## src/rtl/ecc_pkg.sv

```systemverilog
// Constants for the cascaded event counter with capture
package ecc_pkg;
  // Register byte addresses
  localparam logic [7:0] OFF_WIDE_MODE = 8'h00;
  localparam logic [7:0] OFF_CAPCMP = 8'h04;
  localparam logic [7:0] OFF_TOC = 8'h08;
  localparam logic [7:0] OFF_PRESCALE = 8'h0C;
  localparam logic [7:0] OFF_WIDE_CNT = 8'h10;
  localparam logic [7:0] OFF_FIRST_REG = 8'h14;
  localparam logic [7:0] OFF_SECOND_REG = 8'h18;
  localparam logic [7:0] OFF_BYTE_CNT = 8'h1C;
  localparam logic [7:0] OFF_BYTE_CMP = 8'h20;
  localparam logic [7:0] OFF_BYTE_CLK = 8'h24;
  localparam logic [7:0] OFF_BYTE_MODE = 8'h28;
  localparam logic [7:0] OFF_GATE_MODE = 8'h2C;
  localparam logic [7:0] OFF_GATE_PERIOD = 8'h30;
  localparam logic [7:0] OFF_GATE_DUTY = 8'h34;
  localparam logic [7:0] OFF_ISC = 8'h38;
  localparam logic [7:0] OFF_STATUS = 8'h3C;
  // Field positions
  localparam int WM_OP_LO = 2;
  localparam int CC_FIRST_CAP = 0;
  localparam int CC_FIRST_REV = 1;
  localparam int CC_SECOND_CAP = 2;
  localparam int TOC_ENABLE = 0;
  localparam int TOC_INVERT = 1;
  localparam int PS_PRI_EDGE = 4;
  localparam int PS_SEC_EDGE = 6;
  localparam int BM_ENABLE = 7;
  localparam int GM_OUT_EN = 0;
  localparam int GM_LEVEL = 1;
  localparam int GM_CLK = 4;
  localparam int GM_ENABLE = 7;
  localparam int ISC_GATE = 2;
  localparam int ST_FIRST = 0;
  localparam int ST_SECOND = 1;
  localparam int ST_BYTE = 2;
  localparam int ST_GATE = 3;
  localparam int ST_OVF = 4;
  // Encodings
  localparam logic [1:0] OP_STOP = 2'b00;
  localparam logic [1:0] OP_FREE = 2'b01;
  localparam logic [1:0] OP_PIN_CLEAR = 2'b10;
  localparam logic [1:0] OP_CLEAR_START = 2'b11;
  localparam logic [2:0] SEL_CASCADE = 3'h7;
  localparam logic [1:0] EDGE_FALL = 2'b00;
  localparam logic [1:0] EDGE_RISE = 2'b01;
  localparam logic [1:0] EDGE_BOTH = 2'b10;
  localparam logic [7:0] BYTE_CLK_RISE = 8'h01;
  // Reset values
  localparam logic [7:0] RST_REG8 = 8'h00;
  localparam logic [15:0] RST_CMP16 = 16'hFFFF;
  localparam logic [7:0] RST_CMP8 = 8'hFF;
endpackage : ecc_pkg

```

## src/rtl/gating_if.sv

```systemverilog
// Control and output of the gating PWM timer
`timescale 1ns/1ns
interface gating_if;
  logic enable;
  logic level;
  logic out_en;
  logic [2:0] clk_sel;
  logic [7:0] period;
  logic [7:0] duty;
  logic gate;
  logic irq;
  modport ctrl (output enable, level, out_en, clk_sel, period, duty, input gate, irq);
  modport timer (input enable, level, out_en, clk_sel, period, duty, output gate, irq);
endinterface : gating_if

```

## src/rtl/cascaded_event_counter_capture.sv

```systemverilog
// Cascaded 24-bit event counter with capture, APB register slave
// How it works
// - Selected trigger edge copies count to first register
// - Primary pin edge copies count to second register
// - Reverse-edge first capture raises no interrupt
// - Byte counter counts valid event pin edges
// - Byte match clears counter, pulses wide counter
// - Byte clock select picks event edge
// - Gate select bit holds event input while gating timer output low
// - Select seven clocks wide counter from byte match
// - Both op bits set start clear-and-start
// - First match clears wide counter, interrupts
// - Wide counter counts only to first register
// - Second match still raises its interrupt
// - Gating timer interrupts at period end
// - Event input enabled only while gate high
// - First wide count clock after start dropped
//
// Implementation choices: the register offsets and the APB register port.
`timescale 1ns/1ns
module cascaded_event_counter_capture
  import ecc_pkg::*;
(
  input wire logic pclk,
  input wire logic presetn,
  input wire logic psel,
  input wire logic penable,
  input wire logic pwrite,
  input wire logic [7:0] paddr,
  input wire logic [31:0] pwdata,
  output logic [31:0] prdata,
  output logic pready,
  output logic pslverr,
  input wire logic event_input_pin,
  input wire logic primary_capture_pin,
  input wire logic secondary_capture_pin,
  output logic timer_out,
  output logic gate_level,
  output logic first_match_irq,
  output logic second_match_irq,
  output logic byte_match_irq,
  output logic gating_timer_irq
);
  gating_if gif ();

  logic [7:0] wide_mode_control;
  logic [7:0] capcmp_control;
  logic [7:0] timer_output_control;
  logic [7:0] wide_prescaler_select;
  logic [15:0] wide_counter;
  logic [15:0] first_capcmp_reg;
  logic [15:0] second_capcmp_reg;
  logic [7:0] byte_event_counter;
  logic [7:0] byte_compare_reg;
  logic [7:0] byte_clock_select;
  logic [7:0] byte_mode_control;
  logic [7:0] gating_mode_reg;
  logic [7:0] gating_period_cmp;
  logic [7:0] gating_duty_cmp;
  logic [7:0] input_switch_control;
  logic [4:0] status;

  logic wr;
  logic setup;
  logic [1:0] op;
  logic [2:0] sel;
  logic armed;
  logic [7:0] pre;
  logic [7:0] pre_mask;
  logic tick;
  logic byte_match;
  logic ev_en;
  logic ev_gated;
  logic ev_prev;
  logic byte_edge;
  logic pri_prev;
  logic sec_prev;
  logic pri_valid;
  logic pri_rev;
  logic sec_valid;
  logic first_trig;
  logic first_cmp_hit;
  logic second_cmp_hit;
  logic ovf_hit;
  logic [31:0] next_prdata;
  logic next_slverr;

  // Edge classification by a two-bit edge code
  function automatic logic edge_hit(input logic [1:0] code, input logic now, input logic was);
    logic rise;
    logic fall;
    rise = now && !was;
    fall = !now && was;
    unique case (code)
      EDGE_FALL: edge_hit = fall;
      EDGE_RISE: edge_hit = rise;
      EDGE_BOTH: edge_hit = rise || fall;
      default: edge_hit = 1'b0;
    endcase
  endfunction : edge_hit

  assign wr = psel && penable && pwrite;
  assign setup = psel && !penable;
  assign pready = 1'b1;
  assign op = wide_mode_control[WM_OP_LO+1:WM_OP_LO];
  assign sel = wide_prescaler_select[2:0];

  assign gif.enable = gating_mode_reg[GM_ENABLE];
  assign gif.level = gating_mode_reg[GM_LEVEL];
  assign gif.out_en = gating_mode_reg[GM_OUT_EN];
  assign gif.clk_sel = gating_mode_reg[GM_CLK+2:GM_CLK];
  assign gif.period = gating_period_cmp;
  assign gif.duty = gating_duty_cmp;
  assign gate_level = gif.gate;
  assign gating_timer_irq = gif.irq;

  gating_pwm_timer u_gate (
    .pclk(pclk),
    .presetn(presetn),
    .g(gif.timer)
  );

  assign ev_en = !input_switch_control[ISC_GATE] || gif.gate;
  // Hold level while closed
  // Holding instead of ANDing keeps a closing window from faking an edge
  assign ev_gated = ev_en ? event_input_pin : ev_prev;
  assign byte_edge = byte_mode_control[BM_ENABLE] && (byte_clock_select == BYTE_CLK_RISE ?
    (ev_gated && !ev_prev) : (!ev_gated && ev_prev));

  assign pri_valid = edge_hit(wide_prescaler_select[PS_PRI_EDGE+1:PS_PRI_EDGE],
    primary_capture_pin, pri_prev);
  assign pri_rev = edge_hit(wide_prescaler_select[PS_PRI_EDGE+1:PS_PRI_EDGE] ^ 2'b01,
    primary_capture_pin, pri_prev) && !wide_prescaler_select[PS_PRI_EDGE+1];
  assign sec_valid = edge_hit(wide_prescaler_select[PS_SEC_EDGE+1:PS_SEC_EDGE],
    secondary_capture_pin, sec_prev);
  assign first_trig = capcmp_control[CC_FIRST_REV] ? pri_rev : sec_valid;

  // Prescaled count clock, or cascade from the byte counter
  assign pre_mask = 8'((16'h0001 << sel) - 16'h0001);
  assign tick = (op != OP_STOP) && (sel == SEL_CASCADE ? byte_match :
    ((pre & pre_mask) == 8'h00));
  assign first_cmp_hit = tick && armed && !capcmp_control[CC_FIRST_CAP] &&
    wide_counter == first_capcmp_reg;
  assign second_cmp_hit = tick && armed && !capcmp_control[CC_SECOND_CAP] &&
    wide_counter == second_capcmp_reg;
  assign ovf_hit = tick && armed && wide_counter == 16'hFFFF;

  always_ff @(posedge pclk or negedge presetn) begin
    if (!presetn) begin
      ev_prev <= 1'b0;
      pri_prev <= 1'b0;
      sec_prev <= 1'b0;
      pre <= 8'h00;
    end else begin
      ev_prev <= ev_gated;
      pri_prev <= primary_capture_pin;
      sec_prev <= secondary_capture_pin;
      pre <= (op == OP_STOP) ? 8'h00 : pre + 8'h01;
    end
  end

  // Byte event counter
  always_ff @(posedge pclk or negedge presetn) begin
    if (!presetn) begin
      byte_event_counter <= RST_REG8;
      byte_match <= 1'b0;
    end else begin
      byte_match <= 1'b0;
      if (!byte_mode_control[BM_ENABLE]) begin
        byte_event_counter <= RST_REG8;
      end else if (byte_edge && byte_event_counter == byte_compare_reg) begin
        byte_event_counter <= 8'h00;
        byte_match <= 1'b1;
      end else if (byte_edge) begin
        byte_event_counter <= byte_event_counter + 8'h01;
      end
    end
  end
  assign byte_match_irq = byte_match;

  // Wide counter with start synchroniser
  always_ff @(posedge pclk or negedge presetn) begin
    if (!presetn) begin
      wide_counter <= 16'h0000;
      armed <= 1'b0;
    end else if (op == OP_STOP) begin
      wide_counter <= 16'h0000;
      armed <= 1'b0;
    end else if (op == OP_PIN_CLEAR && pri_valid) begin
      wide_counter <= 16'h0000;
    end else if (tick && !armed) begin
      armed <= 1'b1;
    end else if (op == OP_CLEAR_START && first_cmp_hit) begin
      wide_counter <= 16'h0000;
    end else if (tick) begin
      wide_counter <= wide_counter + 16'h0001;
    end
  end

  // First register: capture or compare
  always_ff @(posedge pclk or negedge presetn) begin
    if (!presetn) begin
      first_capcmp_reg <= RST_CMP16;
    end else if (capcmp_control[CC_FIRST_CAP] && op != OP_STOP && first_trig) begin
      first_capcmp_reg <= wide_counter;
    end else if (wr && paddr == OFF_FIRST_REG) begin
      first_capcmp_reg <= pwdata[15:0];
    end
  end

  always_ff @(posedge pclk or negedge presetn) begin
    if (!presetn) begin
      second_capcmp_reg <= RST_CMP16;
    end else if (capcmp_control[CC_SECOND_CAP] && op != OP_STOP && pri_valid) begin
      second_capcmp_reg <= wide_counter;
    end else if (wr && paddr == OFF_SECOND_REG) begin
      second_capcmp_reg <= pwdata[15:0];
    end
  end

  // Interrupt pulses toward the system controller
  always_ff @(posedge pclk or negedge presetn) begin
    if (!presetn) begin
      first_match_irq <= 1'b0;
      second_match_irq <= 1'b0;
    end else begin
      first_match_irq <= first_cmp_hit || (capcmp_control[CC_FIRST_CAP] &&
        !capcmp_control[CC_FIRST_REV] && op != OP_STOP && first_trig);
      second_match_irq <= second_cmp_hit ||
        (capcmp_control[CC_SECOND_CAP] && op != OP_STOP && pri_valid);
    end
  end

  // Timer output toggles on first match when enable and invert bits are both set
  always_ff @(posedge pclk or negedge presetn) begin
    if (!presetn) begin
      timer_out <= 1'b0;
    end else if (first_cmp_hit && timer_output_control[TOC_ENABLE] &&
      timer_output_control[TOC_INVERT]) begin
      timer_out <= !timer_out;
    end
  end

  // Sticky status, set wins over a write-one clear
  always_ff @(posedge pclk or negedge presetn) begin
    if (!presetn) begin
      status <= 5'h00;
    end else begin
      status <= (status & ~((wr && paddr == OFF_STATUS) ? pwdata[4:0] : 5'h00)) |
        {ovf_hit, gif.irq, byte_match, second_match_irq, first_match_irq};
    end
  end

  // Control registers
  always_ff @(posedge pclk or negedge presetn) begin
    if (!presetn) begin
      wide_mode_control <= RST_REG8;
      capcmp_control <= RST_REG8;
      timer_output_control <= RST_REG8;
      wide_prescaler_select <= RST_REG8;
      byte_compare_reg <= RST_CMP8;
      byte_clock_select <= RST_REG8;
      byte_mode_control <= RST_REG8;
      gating_mode_reg <= RST_REG8;
      gating_period_cmp <= RST_CMP8;
      gating_duty_cmp <= RST_REG8;
      input_switch_control <= RST_REG8;
    end else if (wr) begin
      unique case (paddr)
        OFF_WIDE_MODE: wide_mode_control <= pwdata[7:0];
        OFF_CAPCMP: capcmp_control <= pwdata[7:0];
        OFF_TOC: timer_output_control <= pwdata[7:0];
        OFF_PRESCALE: wide_prescaler_select <= pwdata[7:0];
        OFF_BYTE_CMP: byte_compare_reg <= pwdata[7:0];
        OFF_BYTE_CLK: byte_clock_select <= pwdata[7:0];
        OFF_BYTE_MODE: byte_mode_control <= pwdata[7:0];
        OFF_GATE_MODE: gating_mode_reg <= pwdata[7:0];
        OFF_GATE_PERIOD: gating_period_cmp <= pwdata[7:0];
        OFF_GATE_DUTY: gating_duty_cmp <= pwdata[7:0];
        OFF_ISC: input_switch_control <= pwdata[7:0];
        default: ;
      endcase
    end
  end

  // Read mux, sampled in the setup cycle so read data comes from a flop
  always_comb begin
    next_prdata = 32'h0000_0000;
    next_slverr = 1'b0;
    unique case (paddr)
      OFF_WIDE_MODE: next_prdata[7:0] = wide_mode_control;
      OFF_CAPCMP: next_prdata[7:0] = capcmp_control;
      OFF_TOC: next_prdata[7:0] = timer_output_control;
      OFF_PRESCALE: next_prdata[7:0] = wide_prescaler_select;
      OFF_WIDE_CNT: next_prdata[15:0] = wide_counter;
      OFF_FIRST_REG: next_prdata[15:0] = first_capcmp_reg;
      OFF_SECOND_REG: next_prdata[15:0] = second_capcmp_reg;
      OFF_BYTE_CNT: next_prdata[7:0] = byte_event_counter;
      OFF_BYTE_CMP: next_prdata[7:0] = byte_compare_reg;
      OFF_BYTE_CLK: next_prdata[7:0] = byte_clock_select;
      OFF_BYTE_MODE: next_prdata[7:0] = byte_mode_control;
      OFF_GATE_MODE: next_prdata[7:0] = gating_mode_reg;
      OFF_GATE_PERIOD: next_prdata[7:0] = gating_period_cmp;
      OFF_GATE_DUTY: next_prdata[7:0] = gating_duty_cmp;
      OFF_ISC: next_prdata[7:0] = input_switch_control;
      OFF_STATUS: next_prdata[4:0] = status;
      default: next_slverr = 1'b1;
    endcase
  end

  always_ff @(posedge pclk or negedge presetn) begin
    if (!presetn) begin
      prdata <= 32'h0000_0000;
      pslverr <= 1'b0;
    end else if (setup) begin
      prdata <= next_prdata;
      pslverr <= next_slverr;
    end
  end

  a_byte_count_up: assert property (
    @(posedge pclk) disable iff (!presetn)
    (byte_edge && byte_event_counter != byte_compare_reg) |=>
      (byte_event_counter == $past(byte_event_counter) + 8'h01))
    else $error("byte counter missed an edge");

  a_byte_wrap_pulse: assert property (
    @(posedge pclk) disable iff (!presetn)
    (byte_edge && byte_event_counter == byte_compare_reg) |=>
      (byte_event_counter == 8'h00 && byte_match))
    else $error("byte match did not clear and pulse");

  a_gate_blocks_edge: assert property (
    @(posedge pclk) disable iff (!presetn)
    (input_switch_control[ISC_GATE] && !gif.gate) |-> !byte_edge)
    else $error("edge passed a closed window");

  a_cascade_clock: assert property (
    @(posedge pclk) disable iff (!presetn)
    (op == OP_CLEAR_START && $past(op) == OP_CLEAR_START && sel == SEL_CASCADE &&
      !byte_match) |=> (wide_counter == $past(wide_counter)))
    else $error("wide counter moved without cascade pulse");

  a_first_clock_drop: assert property (
    @(posedge pclk) disable iff (!presetn)
    (tick && !armed && !(op == OP_PIN_CLEAR && pri_valid)) |=>
      (armed && wide_counter == $past(wide_counter)))
    else $error("first count clock was not dropped");

  a_clear_on_match: assert property (
    @(posedge pclk) disable iff (!presetn)
    (op == OP_CLEAR_START && first_cmp_hit) |=> (wide_counter == 16'h0000 && first_match_irq))
    else $error("first match did not clear and interrupt");

  a_second_capture: assert property (
    @(posedge pclk) disable iff (!presetn)
    (capcmp_control[CC_SECOND_CAP] && op != OP_STOP && pri_valid) |=>
      (second_capcmp_reg == $past(wide_counter) && second_match_irq))
    else $error("second capture missed");

  a_first_capture: assert property (
    @(posedge pclk) disable iff (!presetn)
    (capcmp_control[CC_FIRST_CAP] && op != OP_STOP && first_trig) |=>
      (first_capcmp_reg == $past(wide_counter)))
    else $error("first capture missed");

  a_reverse_silent: assert property (
    @(posedge pclk) disable iff (!presetn)
    (capcmp_control[CC_FIRST_CAP] && capcmp_control[CC_FIRST_REV]) [*2] |-> !first_match_irq)
    else $error("reverse-edge capture raised interrupt");

  a_second_cmp_irq: assert property (
    @(posedge pclk) disable iff (!presetn)
    second_cmp_hit |=> second_match_irq ##1 status[ST_SECOND])
    else $error("second compare interrupt missing");
endmodule : cascaded_event_counter_capture

```

## src/rtl/gating_pwm_timer.sv

```systemverilog
// Gating PWM timer that opens and closes the event input window
`timescale 1ns/1ns
module gating_pwm_timer
  import ecc_pkg::*;
(
  input wire logic pclk,
  input wire logic presetn,
  gating_if.timer g
);
  logic [11:0] pre;
  logic [7:0] cnt;
  logic out;
  logic tick;
  logic [11:0] mask;

  assign mask = 12'((16'h0001 << (2 * g.clk_sel)) - 16'h0001);
  assign tick = g.enable && ((pre & mask) == 12'h000);
  assign g.gate = g.out_en ? out : g.level;

  always_ff @(posedge pclk or negedge presetn) begin
    if (!presetn) begin
      pre <= 12'h000;
    end else begin
      pre <= g.enable ? pre + 12'h001 : 12'h000;
    end
  end

  always_ff @(posedge pclk or negedge presetn) begin
    if (!presetn) begin
      cnt <= 8'h00;
      out <= 1'b1;
      g.irq <= 1'b0;
    end else begin
      g.irq <= 1'b0;
      if (!g.enable) begin
        cnt <= 8'h00;
        out <= g.level;
      end else if (tick && cnt == g.period) begin
        // Window closes at period end when the level bit is set, so software reads a frozen count
        cnt <= 8'h00;
        out <= ~g.level;
        g.irq <= 1'b1;
      end else if (tick) begin
        cnt <= cnt + 8'h01;
        if (cnt == g.duty) begin
          out <= g.level;
        end
      end
    end
  end

  a_gate_period_end: assert property (
    @(posedge pclk) disable iff (!presetn)
    (g.enable && tick && cnt == g.period) |=> (g.irq && cnt == 8'h00 && out == ~g.level))
    else $error("gating timer missed period end");
endmodule : gating_pwm_timer

```

## config.mk

```make
export PLATFORM = sky130hd
export DESIGN_NAME = cascaded_event_counter_capture
export DESIGN_NICKNAME = d
export VERILOG_FILES = /design/src/rtl/ecc_pkg.sv /design/src/rtl/gating_if.sv /design/src/rtl/cascaded_event_counter_capture.sv /design/src/rtl/gating_pwm_timer.sv
export SDC_FILE = /design/constraint.sdc
export NUM_CORES = 1
export LEC_CHECK = 0
export BUFFER_PORTS_ARGS = -buffer_cell sky130_fd_sc_hd__buf_2
export CORE_ASPECT_RATIO = 1.75
export CORE_MARGIN = 5
export CORE_UTILIZATION = 35
export CTS_CLUSTER_DIAMETER = 40
export DETAILED_ROUTE_END_ITERATION = 12
export PLACE_DENSITY = 0.59
export SYNTH_ARGS = -nofsm -noshare
export SYNTH_HDL_FRONTEND = slang
export SYNTH_HIERARCHICAL = 1
export SYNTH_SLANG_ARGS = --single-unit
```

## constraint.sdc

```tcl
create_clock -name pclk -period 2.9 [get_ports pclk]
set_clock_uncertainty 0.1 [all_clocks]
set_input_delay 0.58 -clock pclk [delete_from_list [all_inputs] [get_ports pclk]]
set_output_delay 0.58 -clock pclk [all_outputs]
set_load 0.01 [all_outputs]
```

Yosys cells after proc, flatten, opt, wreduce, memory -nomap -nowiden
Cells that the tools add are included.
{"block": "word_totals", "regBits": 204, "inputBits": 48, "output_inout_bits": 40, "elab_cells": 206}
{"block": "op_classes", "add_sub_neg": 7, "eq_ne": 36, "shifts": 2, "mux": 41, "bitwise": 7, "n_reduce_logical": 82}
{"op": "two-way mux 16 bit", "count": 9}
{"op": "one-hot mux 5 bit (16 select lines)", "count": 1}
{"op": "equality test 8 x 6 -> 1 bit, second input constant", "count": 8}
{"op": "two-way mux 8 bit", "count": 7}
{"op": "one-hot mux 3 bit (15 select lines)", "count": 1}
{"op": "logical AND 1 bit", "count": 36}
{"op": "equality test 16 bit", "count": 2}
{"op": "equality test 8 x 5 -> 1 bit, second input constant", "count": 4}
{"op": "AND reduction 2 bit", "count": 14}
{"op": "adder 8 x 1 -> 8 bit, second input constant", "count": 3}
{"op": "equality test 8 bit", "count": 3}
{"op": "one-hot mux 8 bit (3 select lines)", "count": 1}
{"op": "two-way mux 1 bit", "count": 17}
{"op": "adder 16 x 1 -> 16 bit, second input constant", "count": 1}
{"op": "equality test 16 bit, second input constant", "count": 1}
{"op": "equality test 8 x 4 -> 1 bit, second input constant", "count": 2}
{"op": "logical NOT 8 bit", "count": 2}
{"op": "OR reduction 16 bit", "count": 1}
{"op": "logical NOT 1 bit", "count": 14}
{"op": "adder 12 x 1 -> 12 bit, second input constant", "count": 1}
{"op": "bitwise AND 12 bit", "count": 1}
{"op": "logical NOT 12 bit", "count": 1}
{"op": "two-way mux 12 bit", "count": 1}
{"op": "<< shifter 1 x 4 -> 12 bit, first input constant", "count": 1}
{"op": "22 further kinds", "count": 43}

Depth between registers and ports, before layout
{"block": "logic_depth", "word_depth": 14, "ltp_mapped": 10, "depth_no_buf": 9}

Cells and area by module
Netlist, hierarchy kept.
{"mod": "cascaded_event_counter_capture", "n_inst": 1, "cells_each": 922, "area_per_inst_um2": 9769.4, "seq_area_each_um2": 4564.4}
{"mod": "gating_pwm_timer", "n_inst": 1, "cells_each": 152, "area_per_inst_um2": 1517.7, "seq_area_each_um2": 551.8}

Worst setup path before layout
No wires, ideal clock.
{"block": "synth_timing", "path_type": "input to register", "from": "input port paddr[4]", "to": "register gating_duty_cmp[0]", "setup_time_ns": 0.125, "t_arrival_ns": 2.111, "required_ns": 2.675, "slack_ns": 0.565, "stages": 8, "n_path_buf": 3, "path_cell_list": "buf_4 and2_1 clkbuf_1 and2_1 buf_4 nand2_1 nor2_2 mux2_2"}
{"block": "synth_via", "elab_chain_len": 2}
{"item": "start: declaration", "line": "cascaded_event_counter_capture.sv:29", "text": "input wire logic [7:0] paddr,"}
{"item": "equality test 8 x 6 -> 1 bit", "line": "cascaded_event_counter_capture.sv:269", "text": "unique case (paddr)"}
{"item": "AND reduction 2 bit (no source line)"}
{"item": "end signal: assignment", "line": "cascaded_event_counter_capture.sv:279", "text": "OFF_GATE_DUTY: gating_duty_cmp <= pwdata[7:0];"}
{"item": "end: declaration", "line": "cascaded_event_counter_capture.sv:59", "text": "logic [7:0] gating_duty_cmp;"}
No other way between the ends.
A chain may end at the register's enable or synchronous reset.

Final worst setup path
{"block": "layout_timing", "from": "register gating_mode_reg[6]", "to": "register u_gate.out"}
{"block": "layout_via", "elab_chain_len": 8, "word_cells_on_any_way": 11, "cone_classes": "add/sub: 1; eq/ne: 2; shift: 1; mux: 2; bitwise: 1; reduce/logical: 4"}
{"item": "start: declaration", "line": "cascaded_event_counter_capture.sv:57", "text": "logic [7:0] gating_mode_reg;"}
{"item": "start signal: assignment", "line": "cascaded_event_counter_capture.sv:277", "text": "OFF_GATE_MODE: gating_mode_reg <= pwdata[7:0];"}
{"item": "<< shifter 1 x 4 -> 12 bit *", "line": "gating_pwm_timer.sv:16", "text": "assign mask = 12'((16'h0001 << (2 * g.clk_sel)) - 16'h0001);"}
{"item": "subtractor 12 x 1 -> 12 bit *", "line": "gating_pwm_timer.sv:16"}
{"item": "bitwise AND 12 bit *", "line": "gating_pwm_timer.sv:17", "text": "assign tick = g.enable && ((pre & mask) == 12'h000);"}
{"item": "logical NOT 12 bit *", "line": "gating_pwm_timer.sv:17"}
{"item": "logical AND 1 bit *", "line": "gating_pwm_timer.sv:17"}
{"item": "logical AND 1 bit", "line": "gating_pwm_timer.sv:38", "text": "end else if (tick && cnt == g.period) begin"}
{"item": "!= test 3 x 1 -> 1 bit (no source line) or two-way mux 1 bit (tied branches)"}
{"item": "AND reduction 2 bit (no source line) or two-way mux 1 bit (tied branches)"}
{"item": "end signal: assignment", "line": "gating_pwm_timer.sv:37", "text": "out <= g.level;"}
{"item": "end signal: assignment", "line": "gating_pwm_timer.sv:41", "text": "out <= ~g.level;"}
{"item": "end signal: assignment", "line": "gating_pwm_timer.sv:46", "text": "out <= g.level;"}
{"item": "end: declaration", "line": "gating_pwm_timer.sv:12", "text": "logic out;"}
Every way passes the cells marked *; elsewhere a longest branch is shown, timed or not.

==> flow_summary.yaml <==
outcome:
  outcome: "finished, final reports clean"
place:
  post-place-cells: 1523
  placed_area_sq_um: 12160
  gp_congestion: 0.9741
  post-dp-hpwl_um: 26650
  portBuffers: 54
detailed_routing:
  wire_per_inst_um: 22.34
  avgViaCountPerCell: 5.447
  dr.first_iter.drc_count: 442
  vias: 8546
  drt-total-wl_um: 35060
  drt_pass1_iterations: 5
  ant_nets: 0
  drc: 0
yosys:
  netlist_area_sq_um: 11290
  syn_avg_cell_area_sq_um: 10.51
  ys_seq_area_share_pct: 45.33
  ys_top_cells_by_area: "dfrtp_1, dfstp_2, mux2_2"
  synth_fa_ha_area_share_pct: 1.109
  synthCells: 1074
  yosys.area_share.simple_pct: 15.18
  synth_top_family_by_area: "multiplexers"
  synth_xor_area_share_pct: 6.285
  ys_async_sr_fraction_pct: 100.0
  ys.flop_type: "dfrtp_1"
  synth_top_cell_by_area: "dfrtp_1"
  synth_compound_area_share_pct: 11.96
  synth_seq_cells: 202
  synth_top_area_share_pct: 33.92
  synth_edf_count: 0
  synthMuxAreaShare_pct: 15.31
  ys_warn_count: 6
  ys_types: 80
floorplan:
  rows: 87
  core_sq_um: 32000
  die_x_um: 145.8
  die_y_um: 247.6
  dieArea_sq_um: 36080
  ios: 88
  start_util_pct: 35.27
cts:
  cts_root_buffer: "clkbuf_16"
  clkSinkCount: 202
  post_cts_buffers: 0
  hold_buffers: 1
  clk_latency_ns: 0.53
  cts_tree: "built"
  htreeDepth: 1
  cts_made_buffers: 24
  cts.clk_slew.worst_paths_ns: 0.07
  cts_resized: 0
  cts.path.max_buffers: 3
pwr:
  power_density_nw_per_um2: 544.7
  leakagePower_nw: 5.700
  ir_drop_mv: 0.4859
setup_path:
  critPathRequiredTime_ns: 3.24
  worstSetupPathType: "reg -> reg"
  arrival_ns: 2.88
  cp_slowest_cell: "dfrtp_1"
  r2r_cells: 8
  max_stage_delay_ns: 0.47
  r2r_end: "u_gate/out"
  cp_cell_sequence: "or3_1 > ha_1 > nor4bb_1 > o21ai_0 > o2111ai_1 > and3_4 > nor4b_2 > nor4_2"
  critical_path_peak_fanout: 14
  crit_family: "simple AND/OR/NAND/NOR gates"
  end_kind: "flop"
  crit_buf_inv: 0
  cp-start-kind: "flop"
  r2r_start: "gating_mode_reg[6]"
  reg2reg_setup_slack_ns: 0.36
grt:
  grt_pass1_wl_um: 53520
  grtUsageTotal_pct: 19.21
  grt.overflow.total: 0
  grt_pass1_vias: 8848
  grt_max_degree: 70
  antenna_found_initial: 0
min_path:
  hold_path.class: "in -> reg"
  min_to: "sec_prev"
  hold_path_depth: 1
  hold_path.startpoint: "secondary_capture_pin"
final_layout:
  layout_commonest_cell: "dfrtp_1"
  final_area_sq_um: 13000
  mostFrequentLayoutCells: "dfrtp_1, mux2_2, nand2_1"
  layoutNonFillerInstCount: 1569
  nets: 1208
  fillerInstances: 3122
  drive_above_1_share_pct: 29.20
  area_delta_synth_final_pct: 15.21
run:
  max-cap-violations: 0
timing:
  fin_crit_ns: 2.545
  max_freq_mhz: 392.9
  slew_headroom_pct: 53.56
  tns_ns: 0
  rsz0062_at_grt: "false"
  finalHoldViolCount: 0
  post-route-period-util_pct: 87.76
  setup_viol: 0
  tightest_slew_ns: 0.6966
  maxSlewViolCount: 0
==> metrics by stage <==
step	util [%]	power, W	hold WS (ns)	setup WS, ns
after floorplan	-	0.003653	0.1844	0.5646
after global placement	38.01	0.003996	0.3523	-0.01038
after detailed placement	38.01	0.004010	0.3503	-0.01279
after CTS	40.62	0.007149	0.06765	0.3221
after global routing	40.62	0.007354	0.08385	0.2261
final	40.63	0.007083	0.08664	0.3551
==> synthesized netlist by cell type, types with 14 or more instances <==
| library cell | number |
|---|---|
| dfrtp_1 | 153 |
| mux2_2 | 94 |
| nand2_1 | 84 |
| nor2_1 | 72 |
| xnor2_1 | 62 |
| a21oi_1 | 53 |
| mux2i_1 | 53 |
| dfstp_2 | 49 |
| clkbuf_1 | 45 |
| o21ai_0 | 31 |
| nand3_1 | 30 |
| a22o_1 | 22 |
| and3_1 | 22 |
| buf_4 | 20 |
| nand4_1 | 19 |
| o21ai_1 | 19 |
| xor2_1 | 19 |
| and2_1 | 16 |
| a22oi_1 | 14 |
==> worst register-to-register path, delay by kind of cell (launching register included) <==
family                   cells  cell delay, ns
flip-flops                   1            0.47
AND/OR/NAND/NOR              5            1.28
adder cells (fa/ha/maj)      1            0.27
AO/OA/AOI/OAI                2            0.34
==> worst max-delay path by stage <==
stage | startpoint | endpoint | slack, ns | cells after the start
2_1_floorplan | paddr[4] | gating_duty_cmp[0] | 0.56 | 8
3_3_place_gp | paddr[2] | prdata[5] | -0.01 | 9
3_5_place_dp | paddr[2] | prdata[5] | -0.01 | 9
4_1_cts | gating_mode_reg[6] | u_gate/out | 0.32 | 8
5_1_grt | gating_mode_reg[6] | u_gate/out | 0.23 | 8
6_report | gating_mode_reg[6] | u_gate/out | 0.36 | 8
==> final cells by class <==
cell class	instances	area, sq um	share of cell area [%]
tap	400	500.5	3.849
sequential	202	5116	39.34
clock inverter	11	142.6	1.097
inverter	13	48.80	0.3753
clock buffer	33	685.7	5.273
timing repair buffer	120	814.5	6.264
antenna	1	2.502	0.01924
multi-input combinational	789	5693	43.78
==> where the power goes <==
part           switching [W]  internal (W)
Combinational       0.000500      0.000335
Sequential          0.000147       0.00298
Clock                0.00126       0.00186
Total                0.00191       0.00518
==> metal layers <==
| layer | track usage (%) | part of all wire (%) |
|---|---|---|
| met3 | 2.028 | 3.4 |
| met5 | 0 | 0 |
| met4 | 12.47 | 7.3 |
| met2 | 37.11 | 55 |
| met1 | 19.28 | 35 |
==> cell families (layout without fill, tap and decap cells) <==
group,count (synthesis),in the layout
flip-flops,202,202
AO/OA/AOI/OAI,203,203
other,2,18
XOR/XNOR,81,81
adder cells (fa/ha/maj),10,10
multiplexers,153,153
AND/OR/NAND/NOR,325,325
buffers and inverters,98,177
Power figures use the tool's default switching activity.
